`src/design/sap_pkg.sv`:
```
// Shared constants and types for the serial converter link
package sap_pkg;
  // Frame layout and edge counts
  localparam int unsigned        WORD_W      = 16;
  localparam int unsigned        DATA_W      = 8;
  localparam int unsigned        CNT_W       = 5;
  localparam logic [CNT_W-1:0]   FRAME_EDGES = 5'h10;
  localparam logic [CNT_W-1:0]   SHDN_FIRST  = 5'h02;
  localparam logic [CNT_W-1:0]   NORMAL_EDGE = 5'h0A;
  localparam logic [CNT_W-1:0]   MIN_PERIODS = 5'h14;
  localparam logic [CNT_W-1:0]   EARLY_STOP  = 5'h0C;
  localparam logic [CNT_W-1:0]   SHDN_STOP   = 5'h05;
  localparam logic [3:0]         PAD_ZEROS   = 4'h0;
  // Quiet gap between frames, rounded up to whole clocks
  localparam int unsigned        CLK_NS      = 40;
  localparam int unsigned        GAP_NS      = 50;
  localparam int unsigned        GAP_CYC_I   = (GAP_NS + CLK_NS - 1) / CLK_NS;
  localparam logic [3:0]         GAP_CYC     = GAP_CYC_I[3:0];
  // Serial clock half period in system clocks
  localparam int unsigned        SCLK_HALF   = 4;
  // Link state, Gray along idle, frame, tail
  typedef enum logic [1:0] {
    ST_IDLE  = 2'b00,
    ST_FRAME = 2'b01,
    ST_TAIL  = 2'b11
  } sap_state_e;
endpackage : sap_pkg

```
`src/design/sap_link_if.sv`:
```
// Three-wire link between host controller and converter
`timescale 1ns/1ns
`default_nettype none
interface sap_link_if;
  logic csN;
  logic sclk;
  logic sdoOut;
  logic sdoOe;
  logic serialResultOut;
  // Floating output line reads as a weak pull-up high
  assign serialResultOut = sdoOe ? sdoOut : 1'b1;
  modport dev (input csN, input sclk, output sdoOut, output sdoOe);
  modport host (output csN, output sclk, input serialResultOut);
endinterface : sap_link_if
`default_nettype wire

```
`src/design/sap_device.sv`:
```
// Converter end: framing, shutdown and power-up dummy tracking
`timescale 1ns/1ns
`default_nettype none
module sap_device
  import sap_pkg::*;
(
  // Clock and reset
  input  wire logic                     clk,
  input  wire logic                     resetn,
  // Link
  sap_link_if.dev                       link,
  // Strap giving the arbitrary power-on mode
  input  wire logic                     powerOnShutdown,
  // Value to be converted, taken at select fall
  input  wire logic [sap_pkg::DATA_W-1:0] sampleIn,
  // Status and results
  output logic                          inShutdown,
  output logic                          powerPending,
  output logic [sap_pkg::DATA_W-1:0]    convData,
  output logic                          convValid,
  output logic                          convDummy,
  output logic                          rateErr
);
  import sap_pkg::*;

  logic [1:0]        csSync_q;
  logic [1:0]        sclkSync_q;
  logic              csPrev_q;
  logic              sclkPrev_q;
  logic              strapDone_q;
  sap_state_e        state_q;
  sap_state_e        state_d;
  logic [CNT_W-1:0]  edgeCnt_q;
  logic [CNT_W-1:0]  periodCnt_q;
  logic              seenFrame_q;
  logic [WORD_W-1:0] word_q;
  logic              sdo_q;
  logic              oe_q;
  logic              shutdown_q;
  logic              pending_q;
  logic [DATA_W-1:0] data_q;
  logic [DATA_W-1:0] convData_q;
  logic              convValid_q;
  logic              convDummy_q;
  logic              rateErr_q;

  wire               csLevel;
  wire               sclkLevel;
  wire               csFall;
  wire               csRise;
  wire               sclkFall;
  wire               frameOn;
  wire [CNT_W-1:0]   edgeNext;
  wire               lastEdge;
  wire               reachNormal;
  wire               goShutdown;
  wire               startDummy;
  wire [WORD_W-1:0]  loadWord;

  // Saturating increment for edge counters
  function automatic logic [CNT_W-1:0] satInc(
    input logic [CNT_W-1:0] v,
    input logic [CNT_W-1:0] lim
  );
    satInc = (v >= lim) ? lim : v + 5'h01;
  endfunction : satInc

  // Two-stage synchronisers on select and serial clock
  always_ff @(posedge clk or negedge resetn)
  begin
    if (!resetn)
    begin
      csSync_q   <= 2'h3;
      sclkSync_q <= 2'h3;
      csPrev_q   <= 1'b1;
      sclkPrev_q <= 1'b1;
    end
    else
    begin
      csSync_q   <= {csSync_q[0], link.csN};
      sclkSync_q <= {sclkSync_q[0], link.sclk};
      csPrev_q   <= csSync_q[1];
      sclkPrev_q <= sclkSync_q[1];
    end
  end

  // Edge detection on the synchronised link levels
  assign csLevel   = csSync_q[1];
  assign sclkLevel = sclkSync_q[1];
  assign csFall    = csPrev_q & ~csLevel;
  assign csRise    = ~csPrev_q & csLevel;
  assign sclkFall  = sclkPrev_q & ~sclkLevel;
  assign frameOn   = (state_q == ST_FRAME);

  // Frame decode from the falling edge count
  assign edgeNext    = satInc(edgeCnt_q, FRAME_EDGES);
  assign lastEdge    = frameOn & sclkFall & (edgeNext == FRAME_EDGES);
  assign reachNormal = frameOn & sclkFall & (edgeNext == NORMAL_EDGE);
  assign goShutdown  = frameOn & csRise & (edgeCnt_q >= SHDN_FIRST)
                     & (edgeCnt_q < NORMAL_EDGE);
  // A frame begun in shutdown or with power-up pending is a dummy
  assign startDummy  = pending_q | shutdown_q;
  assign loadWord    = startDummy ? '0
                     : {PAD_ZEROS, sampleIn, PAD_ZEROS};

  // Next state of the frame sequencer
  always_comb
  begin
    state_d = state_q;
    unique case (state_q)
      ST_IDLE:
        if (csFall)
          state_d = ST_FRAME;
      ST_FRAME:
        if (csRise)
          state_d = ST_IDLE;
        else if (lastEdge)
          state_d = ST_TAIL;
      ST_TAIL:
        if (csRise)
          state_d = ST_IDLE;
      default:
        state_d = ST_IDLE;
    endcase
  end

  // Sequencer state and falling edge count within the frame
  always_ff @(posedge clk or negedge resetn)
  begin
    if (!resetn)
    begin
      state_q   <= ST_IDLE;
      edgeCnt_q <= '0;
    end
    else
    begin
      state_q <= state_d;
      if (csFall)
        edgeCnt_q <= '0;
      else if (frameOn && sclkFall)
        edgeCnt_q <= edgeNext;
    end
  end

  // Serial shifter: a zero at select fall, next bit each falling edge
  always_ff @(posedge clk or negedge resetn)
  begin
    if (!resetn)
    begin
      word_q <= '0;
      sdo_q  <= 1'b0;
      oe_q   <= 1'b0;
    end
    else if (state_q == ST_IDLE && csFall)
    begin
      word_q <= loadWord;
      sdo_q  <= loadWord[WORD_W-1];
      oe_q   <= 1'b1;
    end
    else if ((frameOn && csRise) || lastEdge)
    begin
      oe_q <= 1'b0;
    end
    else if (frameOn && sclkFall)
    begin
      word_q <= {word_q[WORD_W-2:0], 1'b0};
      sdo_q  <= word_q[WORD_W-2];
    end
  end

  // Operating mode, caught from the strap after reset release
  always_ff @(posedge clk or negedge resetn)
  begin
    if (!resetn)
    begin
      strapDone_q <= 1'b0;
      shutdown_q  <= 1'b0;
    end
    else if (!strapDone_q)
    begin
      strapDone_q <= 1'b1;
      shutdown_q  <= powerOnShutdown;
    end
    else if (goShutdown)
      shutdown_q <= 1'b1;
    else if (reachNormal)
      shutdown_q <= 1'b0;
  end

  // Power-up pending: set at power-on and on leaving shutdown
  always_ff @(posedge clk or negedge resetn)
  begin
    if (!resetn)
    begin
      pending_q <= 1'b1;
      data_q    <= '0;
    end
    else if (state_q == ST_IDLE && csFall)
    begin
      pending_q <= startDummy;
      data_q    <= sampleIn;
    end
    else if (lastEdge)
      pending_q <= 1'b0;
  end

  // Conversion result pulses at the sixteenth falling edge
  always_ff @(posedge clk or negedge resetn)
  begin
    if (!resetn)
    begin
      convData_q  <= '0;
      convValid_q <= 1'b0;
      convDummy_q <= 1'b0;
    end
    else
    begin
      convValid_q <= lastEdge & ~pending_q;
      convDummy_q <= lastEdge & pending_q;
      if (lastEdge && !pending_q)
        convData_q <= data_q;
    end
  end

  // Throughput watch: frame starts closer than twenty clock periods
  always_ff @(posedge clk or negedge resetn)
  begin
    if (!resetn)
    begin
      periodCnt_q <= '0;
      seenFrame_q <= 1'b0;
      rateErr_q   <= 1'b0;
    end
    else
    begin
      rateErr_q <= csFall & seenFrame_q
                 & (periodCnt_q < MIN_PERIODS);
      if (csFall)
      begin
        periodCnt_q <= '0;
        seenFrame_q <= 1'b1;
      end
      else if (sclkFall)
        periodCnt_q <= satInc(periodCnt_q, MIN_PERIODS);
    end
  end

  // Link and user-side outputs
  assign link.sdoOut  = sdo_q;
  assign link.sdoOe   = oe_q;
  assign inShutdown   = shutdown_q;
  assign powerPending = pending_q;
  assign convData     = convData_q;
  assign convValid    = convValid_q;
  assign convDummy    = convDummy_q;
  assign rateErr      = rateErr_q;
endmodule : sap_device
`default_nettype wire

```
`src/flat_wrapper.sv`:
```
// flat-port wrapper written by rule: the top's interface ports become plain ports
module sap_device_flat import sap_pkg::*;
  (clk, resetn, powerOnShutdown, sampleIn, inShutdown, powerPending, convData, convValid, convDummy, rateErr, link_csN, link_sclk, link_sdoOut, link_sdoOe);
  sap_link_if link_i ();
  input  wire logic clk;
  input  wire logic resetn;
  input  wire logic powerOnShutdown;
  input  wire logic [sap_pkg::DATA_W-1:0] sampleIn;
  output logic inShutdown;
  output logic powerPending;
  output logic [sap_pkg::DATA_W-1:0] convData;
  output logic convValid;
  output logic convDummy;
  output logic rateErr;
  input wire logic [$bits(link_i.csN)-1:0] link_csN;
  input wire logic [$bits(link_i.sclk)-1:0] link_sclk;
  output wire logic [$bits(link_i.sdoOut)-1:0] link_sdoOut;
  output wire logic [$bits(link_i.sdoOe)-1:0] link_sdoOe;
  assign link_i.csN = link_csN;
  assign link_i.sclk = link_sclk;
  assign link_sdoOut = link_i.sdoOut;
  assign link_sdoOe = link_i.sdoOe;
  sap_device u_core (.clk(clk), .resetn(resetn), .link(link_i), .powerOnShutdown(powerOnShutdown), .sampleIn(sampleIn), .inShutdown(inShutdown), .powerPending(powerPending), .convData(convData), .convValid(convValid), .convDummy(convDummy), .rateErr(rateErr));
endmodule
```
`config.mk`:
```
export PLATFORM = sky130hd
export DESIGN_NAME = sap_device_flat
export DESIGN_NICKNAME = d
export VERILOG_FILES = /design/src/design/sap_pkg.sv /design/src/design/sap_link_if.sv /design/src/design/sap_device.sv /design/src/flat_wrapper.sv
export SDC_FILE = /design/constraint.sdc
export NUM_CORES = 1
export LEC_CHECK = 0
export BUFFER_PORTS_ARGS = -buffer_cell sky130_fd_sc_hd__buf_2
export CAP_MARGIN = 20
export CELL_PAD_IN_SITES_DETAIL_PLACEMENT = 0
export CELL_PAD_IN_SITES_GLOBAL_PLACEMENT = 1
export CORE_MARGIN = 8
export CORE_UTILIZATION = 30
export CTS_BUF_LIST = sky130_fd_sc_hd__clkbuf_8
export DETAILED_ROUTE_END_ITERATION = 12
export HOLD_SLACK_MARGIN = 0.1
export PLACE_DENSITY_LB_ADDON = 0.05
export SYNTH_ARGS = -nofsm -noshare
export SYNTH_HDL_FRONTEND = slang
export SYNTH_SLANG_ARGS = --single-unit
```
`constraint.sdc`:
```
create_clock -name clk -period 1.6 [get_ports clk]
set_clock_uncertainty 0.05 [all_clocks]
set_input_delay 0.32 -clock clk [delete_from_list [all_inputs] [get_ports clk]]
set_output_delay 0.32 -clock clk [all_outputs]
set_load 0.005 [all_outputs]
```
== Word-level counts from Yosys, hierarchy flattened ==
Index checks and enable logic that the tools add are counted.

* Register bits after elaboration: 58
* Input bits: 13
* Word-level logic and storage cells: 92

* $add $sub $neg: 2
* Order comparisons: 5
* Equal/unequal tests: 9
* Muxes and demuxes: 25
* Bitwise logic cells: 18
* Reduce and logical (&&, ||, !) cells: 14

{| class="wikitable"
|+ Operators by type and width
! cell !! number
|-
| 2-to-1 mux 15 bit || 3
|-
| 2-to-1 mux 5 bit || 6
|-
| AND 1 bit || 13
|-
| 2-to-1 mux 12 bit || 1
|-
| adder 5 x 1 -> 5 bit (second input constant) || 2
|-
| >= comparator 5 bit (second input constant) || 2
|-
| 2-to-1 mux 1 bit || 10
|-
| nonzero test 2 bit || 5
|-
| 2-to-1 mux 2 bit || 4
|-
| != test 2 x 1 -> 1 bit (second input constant) || 3
|-
| one-hot mux 2 bit (3 select lines) || 1
|-
| equality test 5 x 4 -> 1 bit (second input constant) || 1
|-
| equality test 5 bit (second input constant) || 1
|-
| >= comparator 5 x 2 -> 1 bit (second input constant) || 1
|-
| < comparator 5 x 4 -> 1 bit (second input constant) || 1
|-
| < comparator 5 bit (second input constant) || 1
|-
| logical AND 1 bit || 4
|-
| inverter 1 bit || 4
|-
| != test 3 x 2 -> 1 bit (second input constant) || 1
|-
| != test 3 bit (second input constant) || 1
|-
| AND reduction 3 bit || 1
|-
| equality test 2 x 1 -> 1 bit (second input constant) || 1
|-
| equality test 2 bit (second input constant) || 1
|-
| logical NOT 2 bit || 1
|-
| other kinds (4) || 4
|}

== Logic depth before layout (Yosys ltp) ==
Gate-level depths: netlist of the first run.

* Depth after elaboration: 7
* Mapped depth: 6
* Mapped depth without buffers: 5

== Least setup slack after synthesis of the first run ==
No wires, ideal clock.

* Path type: register -> register
* Start: register u_core.edgeCnt_q[0]
* End: register u_core.word_q[10]
* Library setup time: 0.126 ns
* Arrival: 1.608 ns
* Path slack: -0.184 ns
* Stages on the path, launching flop included: 6
* Clock period less this slack: 1.784 ns
* Path through: dfrtp_1 -> ha_1 -> nor3_2 -> nor2_1 -> clkbuf_1 -> a221o_1

* Cells in the longest elaborated chain, start to end: 7
* Elaborated cells on any way between the ends: 8

{| class="wikitable"
|+ RTL lines
! item !! RTL line !! RTL
|-
| start, declared || sap_device.sv:33 || <nowiki>logic [CNT_W-1:0] edgeCnt_q;</nowiki>
|-
| start signal, assigned || sap_device.sv:141 || <nowiki>edgeCnt_q <= edgeNext;</nowiki>
|-
| adder 5 x 1 -> 5 bit or >= comparator 5 bit (tied branches) || sap_device.sv:65 || <nowiki>satInc = (v >= lim) ? lim : v + 5'h01;</nowiki>
|-
| 2-to-1 mux 5 bit (*) || sap_device.sv:65 ||
|-
| equality test 5 bit (*) || sap_device.sv:97 || <nowiki>assign lastEdge = frameOn & sclkFall & (edgeNext == FRAME_EDGES);</nowiki>
|-
| AND 1 bit (*) || sap_device.sv:97 ||
|-
| logical OR 1 bit (*) || sap_device.sv:160 || <nowiki>else if ((frameOn && csRise) || lastEdge)</nowiki>
|-
| != test 2 x 1 -> 1 bit (no line) (*) || n/a ||
|-
| AND reduction 2 bit (no line) (*) || n/a ||
|-
| end signal, assigned || sap_device.sv:156 || <nowiki>word_q <= loadWord;</nowiki>
|-
| end signal, assigned || sap_device.sv:166 || <nowiki>word_q <= {word_q[WORD_W-2:0], 1'b0};</nowiki>
|-
| end, declared || sap_device.sv:36 || <nowiki>logic [WORD_W-1:0] word_q;</nowiki>
|}

Mark *: on every way between the ends. The rest lies on a longest branch, timed or not.
A chain may end at the register's enable or synchronous reset.

== Worst setup path in the final report of the first run ==
* Start: register u_core.edgeCnt_q[1]
* End: register u_core.convData_q[1], in the netlist u_core.convData[1]

* Cells in the longest elaborated chain, start to end: 5
* Elaborated cells on any way between the ends: 6

{| class="wikitable"
|+ RTL lines
! item !! RTL line !! RTL
|-
| adder 5 x 1 -> 5 bit or >= comparator 5 bit (tied branches) || sap_device.sv:65 ||
|-
| 2-to-1 mux 5 bit (*) || sap_device.sv:65 ||
|-
| equality test 5 bit (*) || sap_device.sv:97 ||
|-
| AND 1 bit (*) || sap_device.sv:97 ||
|-
| logical AND 1 bit (*) || sap_device.sv:220 || <nowiki>if (lastEdge && !pending_q)</nowiki>
|-
| end signal, assigned || sap_device.sv:221 || <nowiki>convData_q <= data_q;</nowiki>
|-
| end, declared || sap_device.sv:42 || <nowiki>logic [DATA_W-1:0] convData_q;</nowiki>
|}

Marked as above.

==> results of run 1 <==
[cell usage in the layout, fill, tap and decap left out, drive strengths merged, types with 6 or more instances in the layout]
master  instances
buf            76
dfrtp          47
nand3          13
nand2          43
nor2            9
a21oi          21
mux2            8
a221o           7
dfstp           7
clkbuf          6
inv             9
o21ai          14
[state kept, by name, indices dropped and copies added, names as in the netlist, 2 cells and up]
register            count
u_core.convData         8
u_core.edgeCnt_q        5
u_core.periodCnt_q      5
u_core.csSync_q         2
u_core.data_q           8
u_core.state_q          2
u_core.sclkSync_q       2
u_core.word_q          11
[power by group]
group          internal [W]  total, W  leakage (nW)  switching, W
sequential          0.00147   0.00155         0.694     0.0000747
clock              0.000314  0.000807        0.0408      0.000492
combinational      0.000202  0.000404         0.856      0.000202
total               0.00199   0.00276          1.59      0.000769
[final timing paths]
kind	startpoint	end	slack, ps
worst max-delay path	u_core.edgeCnt_q[1]	u_core.convData[1]	-120
min in group asynchronous	resetn	u_core.periodCnt_q[2]	460
worst max register to register	u_core.edgeCnt_q[1]	u_core.convData[1]	-120
worst min-delay path	sampleIn[5]	u_core.data_q[5]	160
max in group asynchronous	resetn	u_core.csPrev_q	750
worst min register to register	u_core.csSync_q[0]	u_core.csSync_q[1]	320
[area by class of cell]
class,count,share of cell area (%)
multi-input combinational,153,33.1
clock buffer,5,2.02
timing repair buffer,80,19.7
clock inverter,3,0.697
tap,102,3.74
sequential,54,39.9
inverter,8,0.880
[logic make-up (layout without fill, tap and decap cells)]
| kind of cell | after synthesis | in the layout | synth area share, % |
|---|---|---|---|
| multiplexers | 8 | 8 | 3.84 |
| buffers and inverters | 17 | 96 | 3.73 |
| other | 1 | 1 | 0.160 |
| flip-flops | 54 | 54 | 58.0 |
| AND/OR/NAND/NOR | 88 | 91 | 19.2 |
| adder cells (fa/ha/maj) | 3 | 3 | 1.60 |
| AO/OA/AOI/OAI | 49 | 49 | 13.1 |
| XOR/XNOR | 1 | 1 | 0.374 |
[worst register-to-register path, delay by kind of cell (launching register included)]
family          cells  cell delay [ps]
flops               1              430
fa+ha+maj           1              310
mux                 1              300
buf+inv             2              290
compound gates      1              180
simple gates        1               50
[routing by layer]
metal | global-route usage (%) | wire length [µm] | vias to the layer above
met5 | 0 | 0 | -
met4 | 3.72 | 38 | 0
met3 | 2.97 | 295 | 4
met2 | 18.2 | 2880 | 41
met1 | 15.6 | 3020 | 924
li1 | - | - | 934
[what timing repair did]
action / CTS / global route
cloned: 3 / 1
gates resized for setup: 30 / 35
endpoints found under the setup margin: 32 / 36
hold endpoints to repair: 49 / 0
buffers inserted: 10 / 5
hold buffers: 3 / 0
pin swaps: 15 / 11
[per-stage QoR]
step           instance area (µm²)  power (W)  cells  TNS (ps)  hold WS [ps]
2_1_floorplan                 2370    0.00173    221      -661         -25.6
3_3_place_gp                  2860    0.00190    376     -4310           265
3_5_place_dp                  2860    0.00191    376     -4440           263
4_1_cts                       3240    0.00278    399     -2030           146
5_1_grt                       3410    0.00290    405     -3770           160
6_report                      3410    0.00276    405     -1880           157
==> metrics.txt, run 1 <==
# TYPE chip_impl_metric gauge
chip_impl_info{name="run_status",value="finished, violations left"} 1
chip_impl_info{name="violations_in_the_final_reports",value="negative setup slack"} 1
chip_impl_metric{name="clk-insertion-delay-late",unit="ps"} 320
chip_impl_metric{name="synth-seq-cells",unit=""} 54
chip_impl_metric{name="finalMaxSlewViolations",unit=""} 0
chip_impl_metric{name="leakage",unit="nW"} 1.59
chip_impl_info{name="timing.hold.worst.class",value="in -> reg"} 1
chip_impl_info{name="crit_slowest_cell",value="dfrtp_1"} 1
chip_impl_metric{name="vias_per_cell",unit=""} 4.70
chip_impl_metric{name="fp.dieArea",unit="mm²"} 0.0109
chip_impl_metric{name="multi_input_area",unit="mm²"} 0.00113
chip_impl_metric{name="initial_util",unit="%"} 30.7
chip_impl_metric{name="syn_to_final_growth",unit="%"} 45.5
chip_impl_metric{name="hold_depth",unit=""} 3
chip_impl_metric{name="synth.cell_area",unit="mm²"} 0.00234
chip_impl_metric{name="fmax",unit="MHz"} 580
chip_impl_metric{name="first_global_vias",unit=""} 2038
chip_impl_metric{name="ios",unit=""} 28
chip_impl_metric{name="final.period_utilization",unit="%"} 108
chip_impl_metric{name="critical_path_depth",unit=""} 6
chip_impl_metric{name="cts-root-to-sink-buffers",unit=""} 2
chip_impl_metric{name="htreeDepth",unit=""} 2
chip_impl_metric{name="hold_viol",unit=""} 0
chip_impl_info{name="ys_top_cells_by_area",value="dfrtp_1, dfstp_2, nand2_1"} 1
chip_impl_metric{name="grt.overflow.total",unit=""} 0
chip_impl_metric{name="number_of_synthesis_warnings",unit=""} 0
chip_impl_metric{name="first_pass_iters",unit=""} 4
chip_impl_info{name="worst-setup-path-type",value="reg -> reg"} 1
chip_impl_metric{name="grt_pass1_wl",unit="µm"} 10400
chip_impl_metric{name="critical_path_buf_inv_count",unit=""} 2
chip_impl_metric{name="synth_fp_nets",unit=""} 237
chip_impl_metric{name="critical_path_peak_fanout",unit=""} 8
chip_impl_metric{name="die_x",unit="µm"} 104
chip_impl_metric{name="drt_iter0_drc",unit=""} 58
chip_impl_metric{name="worst-endpoint-required",unit="ps"} 1750
chip_impl_metric{name="post_drt_wl_per_cell",unit="µm"} 15.4
chip_impl_metric{name="fillerInstances",unit=""} 753
chip_impl_metric{name="numCtsBuffers",unit=""} 5
chip_impl_metric{name="utilization_after_layout",unit="%"} 44.6
chip_impl_metric{name="cp_slowest_stage_delay",unit="ps"} 430
chip_impl_metric{name="drt_wl_total",unit="µm"} 6230
chip_impl_metric{name="nNetsFinal",unit=""} 318
chip_impl_metric{name="synth-edff-count",unit=""} 0
chip_impl_metric{name="largest_net_degree_at_the_start_of_global_routing",unit=""} 37
chip_impl_metric{name="diodes",unit=""} 0
chip_impl_metric{name="yosysUniqueCellTypes",unit=""} 42
chip_impl_metric{name="gp_congestion",unit=""} 0.732
chip_impl_metric{name="syn_avg_cell_area",unit="µm²"} 10.6
chip_impl_info{name="synth_top_flop_cell",value="dfrtp_1"} 1
chip_impl_info{name="cts_tree",value="built"} 1
chip_impl_metric{name="route.detailed.drc",unit=""} 0
chip_impl_metric{name="core-area",unit="mm²"} 0.00765
chip_impl_metric{name="cts.reportedPaths.clkPinSlew",unit="ps"} 110
chip_impl_info{name="critical_path.cell_chain",value="ha_4 -> nor3_4 -> buf_12 -> o21ai_4 -> buf_12 -> mux2_4"} 1
chip_impl_metric{name="cp.arrival",unit="ps"} 1870
chip_impl_metric{name="cts.sink_count",unit=""} 54
chip_impl_metric{name="antenna_found_initial",unit=""} 0
chip_impl_info{name="cp-start-kind",value="flop"} 1
chip_impl_metric{name="finalCriticalPeriod",unit="ps"} 1720
chip_impl_metric{name="postRouteAntennaNets",unit=""} 0
chip_impl_info{name="critPathTopFamily",value="flip-flops"} 1
chip_impl_metric{name="globalRouteTotalUtil",unit="%"} 11.8
chip_impl_metric{name="cap_violations",unit=""} 0
chip_impl_metric{name="seq_area",unit="mm²"} 0.00136
chip_impl_metric{name="die_y",unit="µm"} 104
chip_impl_info{name="yosysMostFrequentCell",value="dfrtp_1"} 1
chip_impl_info{name="netlist_top_cells_count",value="dfrtp_1, nand2_1, a21oi_1"} 1
chip_impl_info{name="cp_common_cell",value="buf_12"} 1
chip_impl_metric{name="vias",unit=""} 1903
chip_impl_metric{name="setup_failing_eps_final",unit=""} 22
chip_impl_metric{name="proportion_of_layout_cells_with_a_drive_suffix_above_1",unit="%"} 46.2
chip_impl_metric{name="p_per_area",unit="mW/mm²"} 808
chip_impl_metric{name="setup_slack",unit="ps"} -123
chip_impl_metric{name="async_flop_share",unit="%"} 100
chip_impl_info{name="cts.root.buffer_cell",value="clkbuf_8"} 1
chip_impl_metric{name="netlist.area_leader.share",unit="%"} 50.2
chip_impl_metric{name="count_of_cells_along_the_worst_register_to_register_path",unit=""} 6
chip_impl_metric{name="peakVddDrop",unit="V"} 0.000395
chip_impl_info{name="critical_path.endpoint_type",value="flop"} 1
chip_impl_metric{name="floorplan.rows",unit=""} 32
chip_impl_metric{name="place_worst_setup_slack",unit="ps"} -288
chip_impl_metric{name="synth-seq-area-share",unit="%"} 58.0
chip_impl_info{name="synth_top_area_cell",value="dfrtp_1"} 1
chip_impl_metric{name="hpwl",unit="µm"} 3990
chip_impl_metric{name="port_buffers",unit=""} 27
chip_impl_info{name="grt_setup_unrepaired",value="true"} 1
chip_impl_metric{name="syn_inst",unit=""} 221
(Power assumes the default switching activity.)
==> inputs of run 2 (changes only) <==
--- a/config.mk
+++ b/config.mk
@@ -14,7 +14,7 @@
 export CTS_BUF_LIST = sky130_fd_sc_hd__clkbuf_8
 export DETAILED_ROUTE_END_ITERATION = 12
 export HOLD_SLACK_MARGIN = 0.1
-export PLACE_DENSITY_LB_ADDON = 0.05
+export PLACE_DENSITY = 0.67
 export SYNTH_ARGS = -nofsm -noshare
 export SYNTH_HDL_FRONTEND = slang
 export SYNTH_SLANG_ARGS = --single-unit
==> run 2 against run 1 <==
Net effect:
- largest power group unchanged
- die area unchanged
- combinational power down 9.9%
- critical endpoint is now u_core.word_q[10]
- the run still ends with negative setup slack left
- via count down 2.3%
- clock power up 19%
- clock-buffer cell count stayed put
- sequential power hardly changed
- highest routed layer unchanged
- utilization down 2.7 points
==> metrics.txt, run 2 (synthesis gave the netlist of run 1 again) <==
# TYPE chip_impl_metric gauge
chip_impl_metric{name="cap_violations",unit=""} 0
chip_impl_metric{name="largest_register_ffs",unit=""} 11
chip_impl_metric{name="critical_path_peak_fanout",unit=""} 11
chip_impl_metric{name="grt.overflow.total",unit=""} 0
chip_impl_metric{name="die_y",unit="µm"} 104
chip_impl_info{name="violations_in_the_final_reports",value="negative setup slack"} 1
chip_impl_info{name="cp-start-kind",value="flop"} 1
chip_impl_metric{name="drt_wl_total",unit="µm"} 5750
chip_impl_metric{name="core-area",unit="mm²"} 0.00765
chip_impl_info{name="most-common-layout-cells",value="dfrtp_1, nand2_1, buf_2, buf_4, a21oi_1"} 1
chip_impl_metric{name="initial_util",unit="%"} 30.7
chip_impl_metric{name="p_per_area",unit="mW/mm²"} 893
chip_impl_metric{name="ios",unit=""} 28
chip_impl_info{name="critical_path.endpoint_type",value="flop"} 1
chip_impl_metric{name="fillerInstances",unit=""} 750
chip_impl_metric{name="leakage",unit="nW"} 1.47
chip_impl_metric{name="route.detailed.drc",unit=""} 0
chip_impl_metric{name="nNetsFinal",unit=""} 300
chip_impl_metric{name="power.share.sequential",unit="%"} 53.9
chip_impl_metric{name="finalCriticalPeriod",unit="ps"} 1690
chip_impl_metric{name="final.period_utilization",unit="%"} 106
chip_impl_metric{name="post_drt_wl_per_cell",unit="µm"} 14.8
chip_impl_metric{name="hold_viol",unit=""} 0
chip_impl_metric{name="vias_per_cell",unit=""} 4.81
chip_impl_metric{name="diodes",unit=""} 0
chip_impl_metric{name="cp.arrival",unit="ps"} 1830
chip_impl_info{name="top_usage_layer",value="met2"} 1
chip_impl_metric{name="groute.layer.met1.usage",unit="%"} 13.6
chip_impl_info{name="cts.root.buffer_cell",value="clkbuf_8"} 1
chip_impl_metric{name="proportion_of_layout_cells_with_a_drive_suffix_above_1",unit="%"} 40.4
chip_impl_info{name="top_register",value="u_core.word_q"} 1
chip_impl_metric{name="numCtsBuffers",unit=""} 5
chip_impl_info{name="grt_setup_unrepaired",value="true"} 1
chip_impl_info{name="crit_slowest_cell",value="dfstp_2"} 1
chip_impl_metric{name="antenna_found_initial",unit=""} 0
chip_impl_metric{name="postRouteAntennaNets",unit=""} 0
chip_impl_metric{name="htreeDepth",unit=""} 2
chip_impl_metric{name="die_x",unit="µm"} 104
chip_impl_metric{name="largest_net_degree_at_the_start_of_global_routing",unit=""} 37
chip_impl_metric{name="clock_power_share",unit="%"} 33.4
chip_impl_metric{name="peakVddDrop",unit="V"} 0.000521
chip_impl_metric{name="switching_power",unit="W"} 0.000741
chip_impl_metric{name="setup_slack",unit="ps"} -91.2
chip_impl_metric{name="cts-root-to-sink-buffers",unit=""} 2
chip_impl_metric{name="fmax",unit="MHz"} 591
chip_impl_metric{name="floorplan.rows",unit=""} 32
chip_impl_info{name="most_common_library_cell_in_the_layout_ignoring_fill_and_taps",value="dfrtp_1"} 1
chip_impl_metric{name="hpwl",unit="µm"} 3630
chip_impl_metric{name="grt_pass1_wl",unit="µm"} 9580
chip_impl_metric{name="syn_to_final_growth",unit="%"} 36.8
chip_impl_metric{name="place_worst_setup_slack",unit="ps"} -212
chip_impl_metric{name="clk-insertion-delay-late",unit="ps"} 310
chip_impl_metric{name="gp_congestion",unit=""} 0.750
chip_impl_metric{name="internal-power",unit="W"} 0.00212
chip_impl_metric{name="first_pass_iters",unit=""} 4
chip_impl_metric{name="power.share.switching",unit="%"} 25.9
chip_impl_metric{name="setup_failing_eps_final",unit=""} 21
chip_impl_info{name="run_status",value="finished, violations left"} 1
chip_impl_metric{name="globalRouteTotalUtil",unit="%"} 10.6
chip_impl_metric{name="critical_path_buf_inv_count",unit=""} 0
chip_impl_metric{name="part_of_the_total_power_dissipated_in_combinational_logic",unit="%"} 12.7
chip_impl_info{name="timing.hold.worst.class",value="in -> reg"} 1
chip_impl_metric{name="port_buffers",unit=""} 27
chip_impl_metric{name="drt_iter0_drc",unit=""} 89
chip_impl_info{name="critical_path.cell_chain",value="and4bb_2 -> and3_4 -> a21oi_1 -> a221o_1"} 1
chip_impl_metric{name="globalRouteMet3Util",unit="%"} 3.16
chip_impl_info{name="critPathTopFamily",value="simple AND/OR/NAND/NOR gates"} 1
chip_impl_metric{name="cts.sink_count",unit=""} 54
chip_impl_info{name="cts_tree",value="built"} 1
chip_impl_info{name="worst-setup-path-type",value="reg -> reg"} 1
chip_impl_metric{name="worst-endpoint-required",unit="ps"} 1740
chip_impl_metric{name="vias",unit=""} 1860
chip_impl_metric{name="groute.layer.met2.usage",unit="%"} 16.8
chip_impl_metric{name="worst_case_hold_slack",unit="ps"} 159
chip_impl_metric{name="finalMaxSlewViolations",unit=""} 0
chip_impl_metric{name="first_global_vias",unit=""} 1936
chip_impl_metric{name="cts.reportedPaths.clkPinSlew",unit="ps"} 110
chip_impl_metric{name="fp.dieArea",unit="mm²"} 0.0109
chip_impl_metric{name="cp_slowest_stage_delay",unit="ps"} 570
[run 2: cell types whose count changed in the layout (fill, tap and decap cells not counted), sizes merged]
cell | previous run | this run
clkinvlp | 2 | 1
buf | 76 | 60
nor2 | 9 | 8
bufinv | 0 | 1
and3 | 3 | 2
[run 2: per-layer routing]
layer,part of all wire [%],up-vias
li1,-,896
met1,47,924
met2,48,36
met3,4.0,4
met4,1.1,0
met5,0,-
[run 2: layout make-up]
class	instances	area (µm²)	share of cell area (%)
clock inverter	3	48.8	1.52
sequential	54	1360	42.5
timing repair buffer	64	505	15.8
clock buffer	5	68.8	2.15
tap	102	128	3.98
multi-input combinational	151	1060	33.2
inverter	8	30.0	0.936
[run 2: worst paths after layout]
kind                                         start             endpoint  slack [ps]  cells past startpoint
worst max-delay path             u_core.sclkPrev_q    u_core.word_q[10]         -90                      4
max in group asynchronous                   resetn  u_core.powerPending         760                      3
min in group asynchronous                   resetn   u_core.convData[3]         440                      3
worst min register to register  u_core.csSync_q[0]   u_core.csSync_q[1]         310                      0
worst min-delay path                   sampleIn[5]     u_core.data_q[5]         160                      3
worst max register to register   u_core.sclkPrev_q    u_core.word_q[10]         -90                      4
[run 2: power groups by stage]
stage | Clock, W | Sequential, W | Combinational [W]
after floorplan | 0 | 0.00155 | 0.000174
after global placement | 0 | 0.00156 | 0.000311
after detailed placement | 0 | 0.00156 | 0.000316
after CTS | 0.000986 | 0.00154 | 0.000348
after global routing | 0.00103 | 0.00156 | 0.000410
final | 0.000957 | 0.00154 | 0.000364
[run 2: worst register-to-register path: cells and delay by family (launching register included)]
kind	cells	cell delay, ps
AND/OR/NAND/NOR	2	590
flip-flops	1	570
AO/OA/AOI/OAI	2	370
[run 2: what timing repair did]
action / in CTS / in global routing
setup endpoints to repair: 24 / 30
hold endpoints to repair: 49 / 0
setup buffers: 8 / 1
pin swaps: 9 / 12
resized for setup: 18 / 30
gates cloned: 1 / 2
hold buffers: 3 / 0
[run 2: stage by stage]
stage / cell area [µm²] / power, W / util, % / TNS (ps) / cells
floorplan: 2370 / 0.00173 / - / -661 / 221
global placement: 2770 / 0.00187 / 36.3 / -2660 / 365
detailed placement: 2770 / 0.00188 / 36.3 / -3150 / 365
CTS: 3080 / 0.00288 / 40.2 / -874 / 385
global route: 3210 / 0.00300 / 41.9 / -2440 / 387
finish: 3210 / 0.00286 / 41.9 / -1280 / 387
==> inputs of run 3 (changes only) <==
==> constraint.sdc (replaced) <==
create_clock -name clk -period 1.44 [get_ports clk]
set_clock_uncertainty 0.05 [all_clocks]
set_input_delay 0.288 -clock clk [delete_from_list [all_inputs] [get_ports clk]]
set_output_delay 0.288 -clock clk [all_outputs]
set_load 0.005 [all_outputs]
==> run 3 against run 2 <==
Net effect:
- the flow still finishes with violations (negative setup slack)
- combinational power up 30%
- power up 7.9%
- final cell count up 4.4%
- critical path depth unchanged
- critical endpoint is now u_core.word_q[11]
==> metrics.txt, run 3 (synthesis gave the netlist of run 1 again) <==
# TYPE chip_impl_metric gauge
chip_impl_metric{name="gp_congestion",unit=""} 0.770
chip_impl_metric{name="cap_violations",unit=""} 0
chip_impl_metric{name="clk-insertion-delay-late",unit="ps"} 310
chip_impl_metric{name="die_y",unit="µm"} 104
chip_impl_info{name="worst-setup-path-type",value="reg -> reg"} 1
chip_impl_info{name="most_common_library_cell_in_the_layout_ignoring_fill_and_taps",value="dfrtp_1"} 1
chip_impl_metric{name="grt_pass1_wl",unit="µm"} 9430
chip_impl_info{name="hold_path_startpoint",value="sampleIn[2]"} 1
chip_impl_metric{name="numCtsBuffers",unit=""} 5
chip_impl_metric{name="core-area",unit="mm²"} 0.00765
chip_impl_metric{name="hpwl",unit="µm"} 3710
chip_impl_info{name="most-common-layout-cells",value="dfrtp_1, nand2_1, buf_2, buf_4, buf_6"} 1
chip_impl_metric{name="cts-root-to-sink-buffers",unit=""} 2
chip_impl_metric{name="first_global_vias",unit=""} 1891
chip_impl_info{name="cts.root.buffer_cell",value="clkbuf_8"} 1
chip_impl_metric{name="hold_depth",unit=""} 3
chip_impl_metric{name="vias",unit=""} 1934
chip_impl_info{name="critical_path.endpoint_type",value="flop"} 1
chip_impl_metric{name="die_x",unit="µm"} 104
chip_impl_metric{name="diodes",unit=""} 0
chip_impl_metric{name="r2r_setup_slack",unit="ps"} -230
chip_impl_metric{name="placement.cell_area",unit="mm²"} 0.00293
chip_impl_metric{name="initial_util",unit="%"} 30.7
chip_impl_info{name="r2r_end",value="u_core.word_q[11]"} 1
chip_impl_metric{name="cts.reportedPaths.clkPinSlew",unit="ps"} 100
chip_impl_metric{name="largest_net_degree_at_the_start_of_global_routing",unit=""} 40
chip_impl_metric{name="globalRouteTotalUtil",unit="%"} 10.5
chip_impl_metric{name="final_design_area_no_fill",unit="mm²"} 0.00345
chip_impl_info{name="rr_startpoint",value="u_core.csPrev_q"} 1
chip_impl_info{name="top_register",value="u_core.word_q"} 1
chip_impl_metric{name="ios",unit=""} 28
chip_impl_info{name="violations_in_the_final_reports",value="negative setup slack"} 1
chip_impl_metric{name="post_drt_wl_per_cell",unit="µm"} 14.5
chip_impl_info{name="cp-start-kind",value="flop"} 1
chip_impl_metric{name="setup_slack",unit="ps"} -231
chip_impl_metric{name="postRouteAntennaNets",unit=""} 0
chip_impl_metric{name="final.period_utilization",unit="%"} 116
chip_impl_info{name="timing.hold.worst.class",value="in -> reg"} 1
chip_impl_metric{name="port_buffers",unit=""} 27
chip_impl_metric{name="hold_viol",unit=""} 0
chip_impl_metric{name="fmax",unit="MHz"} 598
chip_impl_info{name="hold-path-endpoint",value="u_core.data_q[2]"} 1
chip_impl_metric{name="worst-endpoint-required",unit="ps"} 1640
chip_impl_metric{name="drt_wl_total",unit="µm"} 5850
chip_impl_metric{name="nNetsFinal",unit=""} 317
chip_impl_metric{name="critical_path_peak_fanout",unit=""} 8
chip_impl_metric{name="setup_failing_eps_final",unit=""} 36
chip_impl_metric{name="overall_power_of_the_completed_layout",unit="W"} 0.00309
chip_impl_metric{name="leakage",unit="nW"} 1.60
chip_impl_info{name="grt_setup_unrepaired",value="true"} 1
chip_impl_metric{name="vias_per_cell",unit=""} 4.79
chip_impl_metric{name="drt_iter0_drc",unit=""} 98
chip_impl_metric{name="floorplan.rows",unit=""} 32
chip_impl_metric{name="htreeDepth",unit=""} 2
chip_impl_metric{name="count_of_cells_along_the_worst_register_to_register_path",unit=""} 4
chip_impl_metric{name="fillerInstances",unit=""} 742
chip_impl_metric{name="largest_register_ffs",unit=""} 11
chip_impl_metric{name="cts.sink_count",unit=""} 54
chip_impl_metric{name="antenna_found_initial",unit=""} 0
chip_impl_metric{name="worst_case_hold_slack",unit="ps"} 139
chip_impl_metric{name="cp.arrival",unit="ps"} 1880
chip_impl_metric{name="fp.dieArea",unit="mm²"} 0.0109
chip_impl_metric{name="finalMaxSlewViolations",unit=""} 0
chip_impl_metric{name="first_pass_iters",unit=""} 4
chip_impl_metric{name="finalCriticalPeriod",unit="ps"} 1670
chip_impl_metric{name="syn_to_final_growth",unit="%"} 47.2
chip_impl_metric{name="peakVddDrop",unit="V"} 0.000348
chip_impl_metric{name="route.detailed.drc",unit=""} 0
chip_impl_info{name="run_status",value="finished, violations left"} 1
chip_impl_metric{name="grt.overflow.total",unit=""} 0
chip_impl_metric{name="proportion_of_layout_cells_with_a_drive_suffix_above_1",unit="%"} 49.3
chip_impl_metric{name="p_per_area",unit="mW/mm²"} 895
chip_impl_info{name="cts_tree",value="built"} 1
## run 3: critical path, cell delays in order (launching register included)
cell and delay, ps:
dfstp_2 570, or4b_4 520, nor3_4 190, buf_6 150
a221o_1 130
## run 3: power by group
| group | internal (W) | switching, W |
|---|---|---|
| clock | 0.000388 | 0.000511 |
| combinational | 0.000245 | 0.000227 |
| sequential | 0.00164 | 0.0000837 |
## run 3: area by class of cell
cell class                 count  area, µm²  share of cell area (%)
sequential                    54       1360                    39.5
clock buffer                   6       82.6                    2.39
multi-input combinational    153       1150                    33.4
inverter                       8       30.0                   0.870
tap                          102        128                    3.70
timing repair buffer          79        683                    19.8
clock inverter                 2       12.5                   0.362
## run 3: repair_timing
action                                  CTS  global route
gates cloned                              2             2
hold buffers                              3             0
endpoints found under the hold margin    49             0
pin swaps                                18            21
gates resized for setup                  33            28
endpoints found under the setup margin   37            41
setup buffers                            12             6
## run 3: per-stage QoR
step	setup TNS [ps]	worst slack, ps	utilization, %	instances
4_1_cts	-5080	-230	42.7	397
5_1_grt	-8240	-289	45.1	404
6_report	-6400	-231	45.1	404
2_1_floorplan	-5050	-231	-	221
3_5_place_dp	-5370	-239	38.3	374
3_3_place_gp	-4750	-206	38.3	374
## run 3: worst max-delay path by stage
stage | startpoint | end | cells after the start
6_report | u_core.csPrev_q | u_core.word_q[11] | 4
3_3_place_gp | u_core.csPrev_q | u_core.word_q[5] | 3
2_1_floorplan | u_core.csPrev_q | u_core.word_q[11] | 5
3_5_place_dp | u_core.csPrev_q | u_core.word_q[11] | 3
4_1_cts | u_core.csPrev_q | u_core.word_q[11] | 3
5_1_grt | u_core.csPrev_q | u_core.data_q[1] | 7
## run 3: metal layers
layer | share of wire (%) | GRT usage, %
met1 | 48 | 13.8
met2 | 47 | 16.3
met3 | 4.7 | 2.97
met4 | 0.82 | 3.52
met5 | 0 | 0
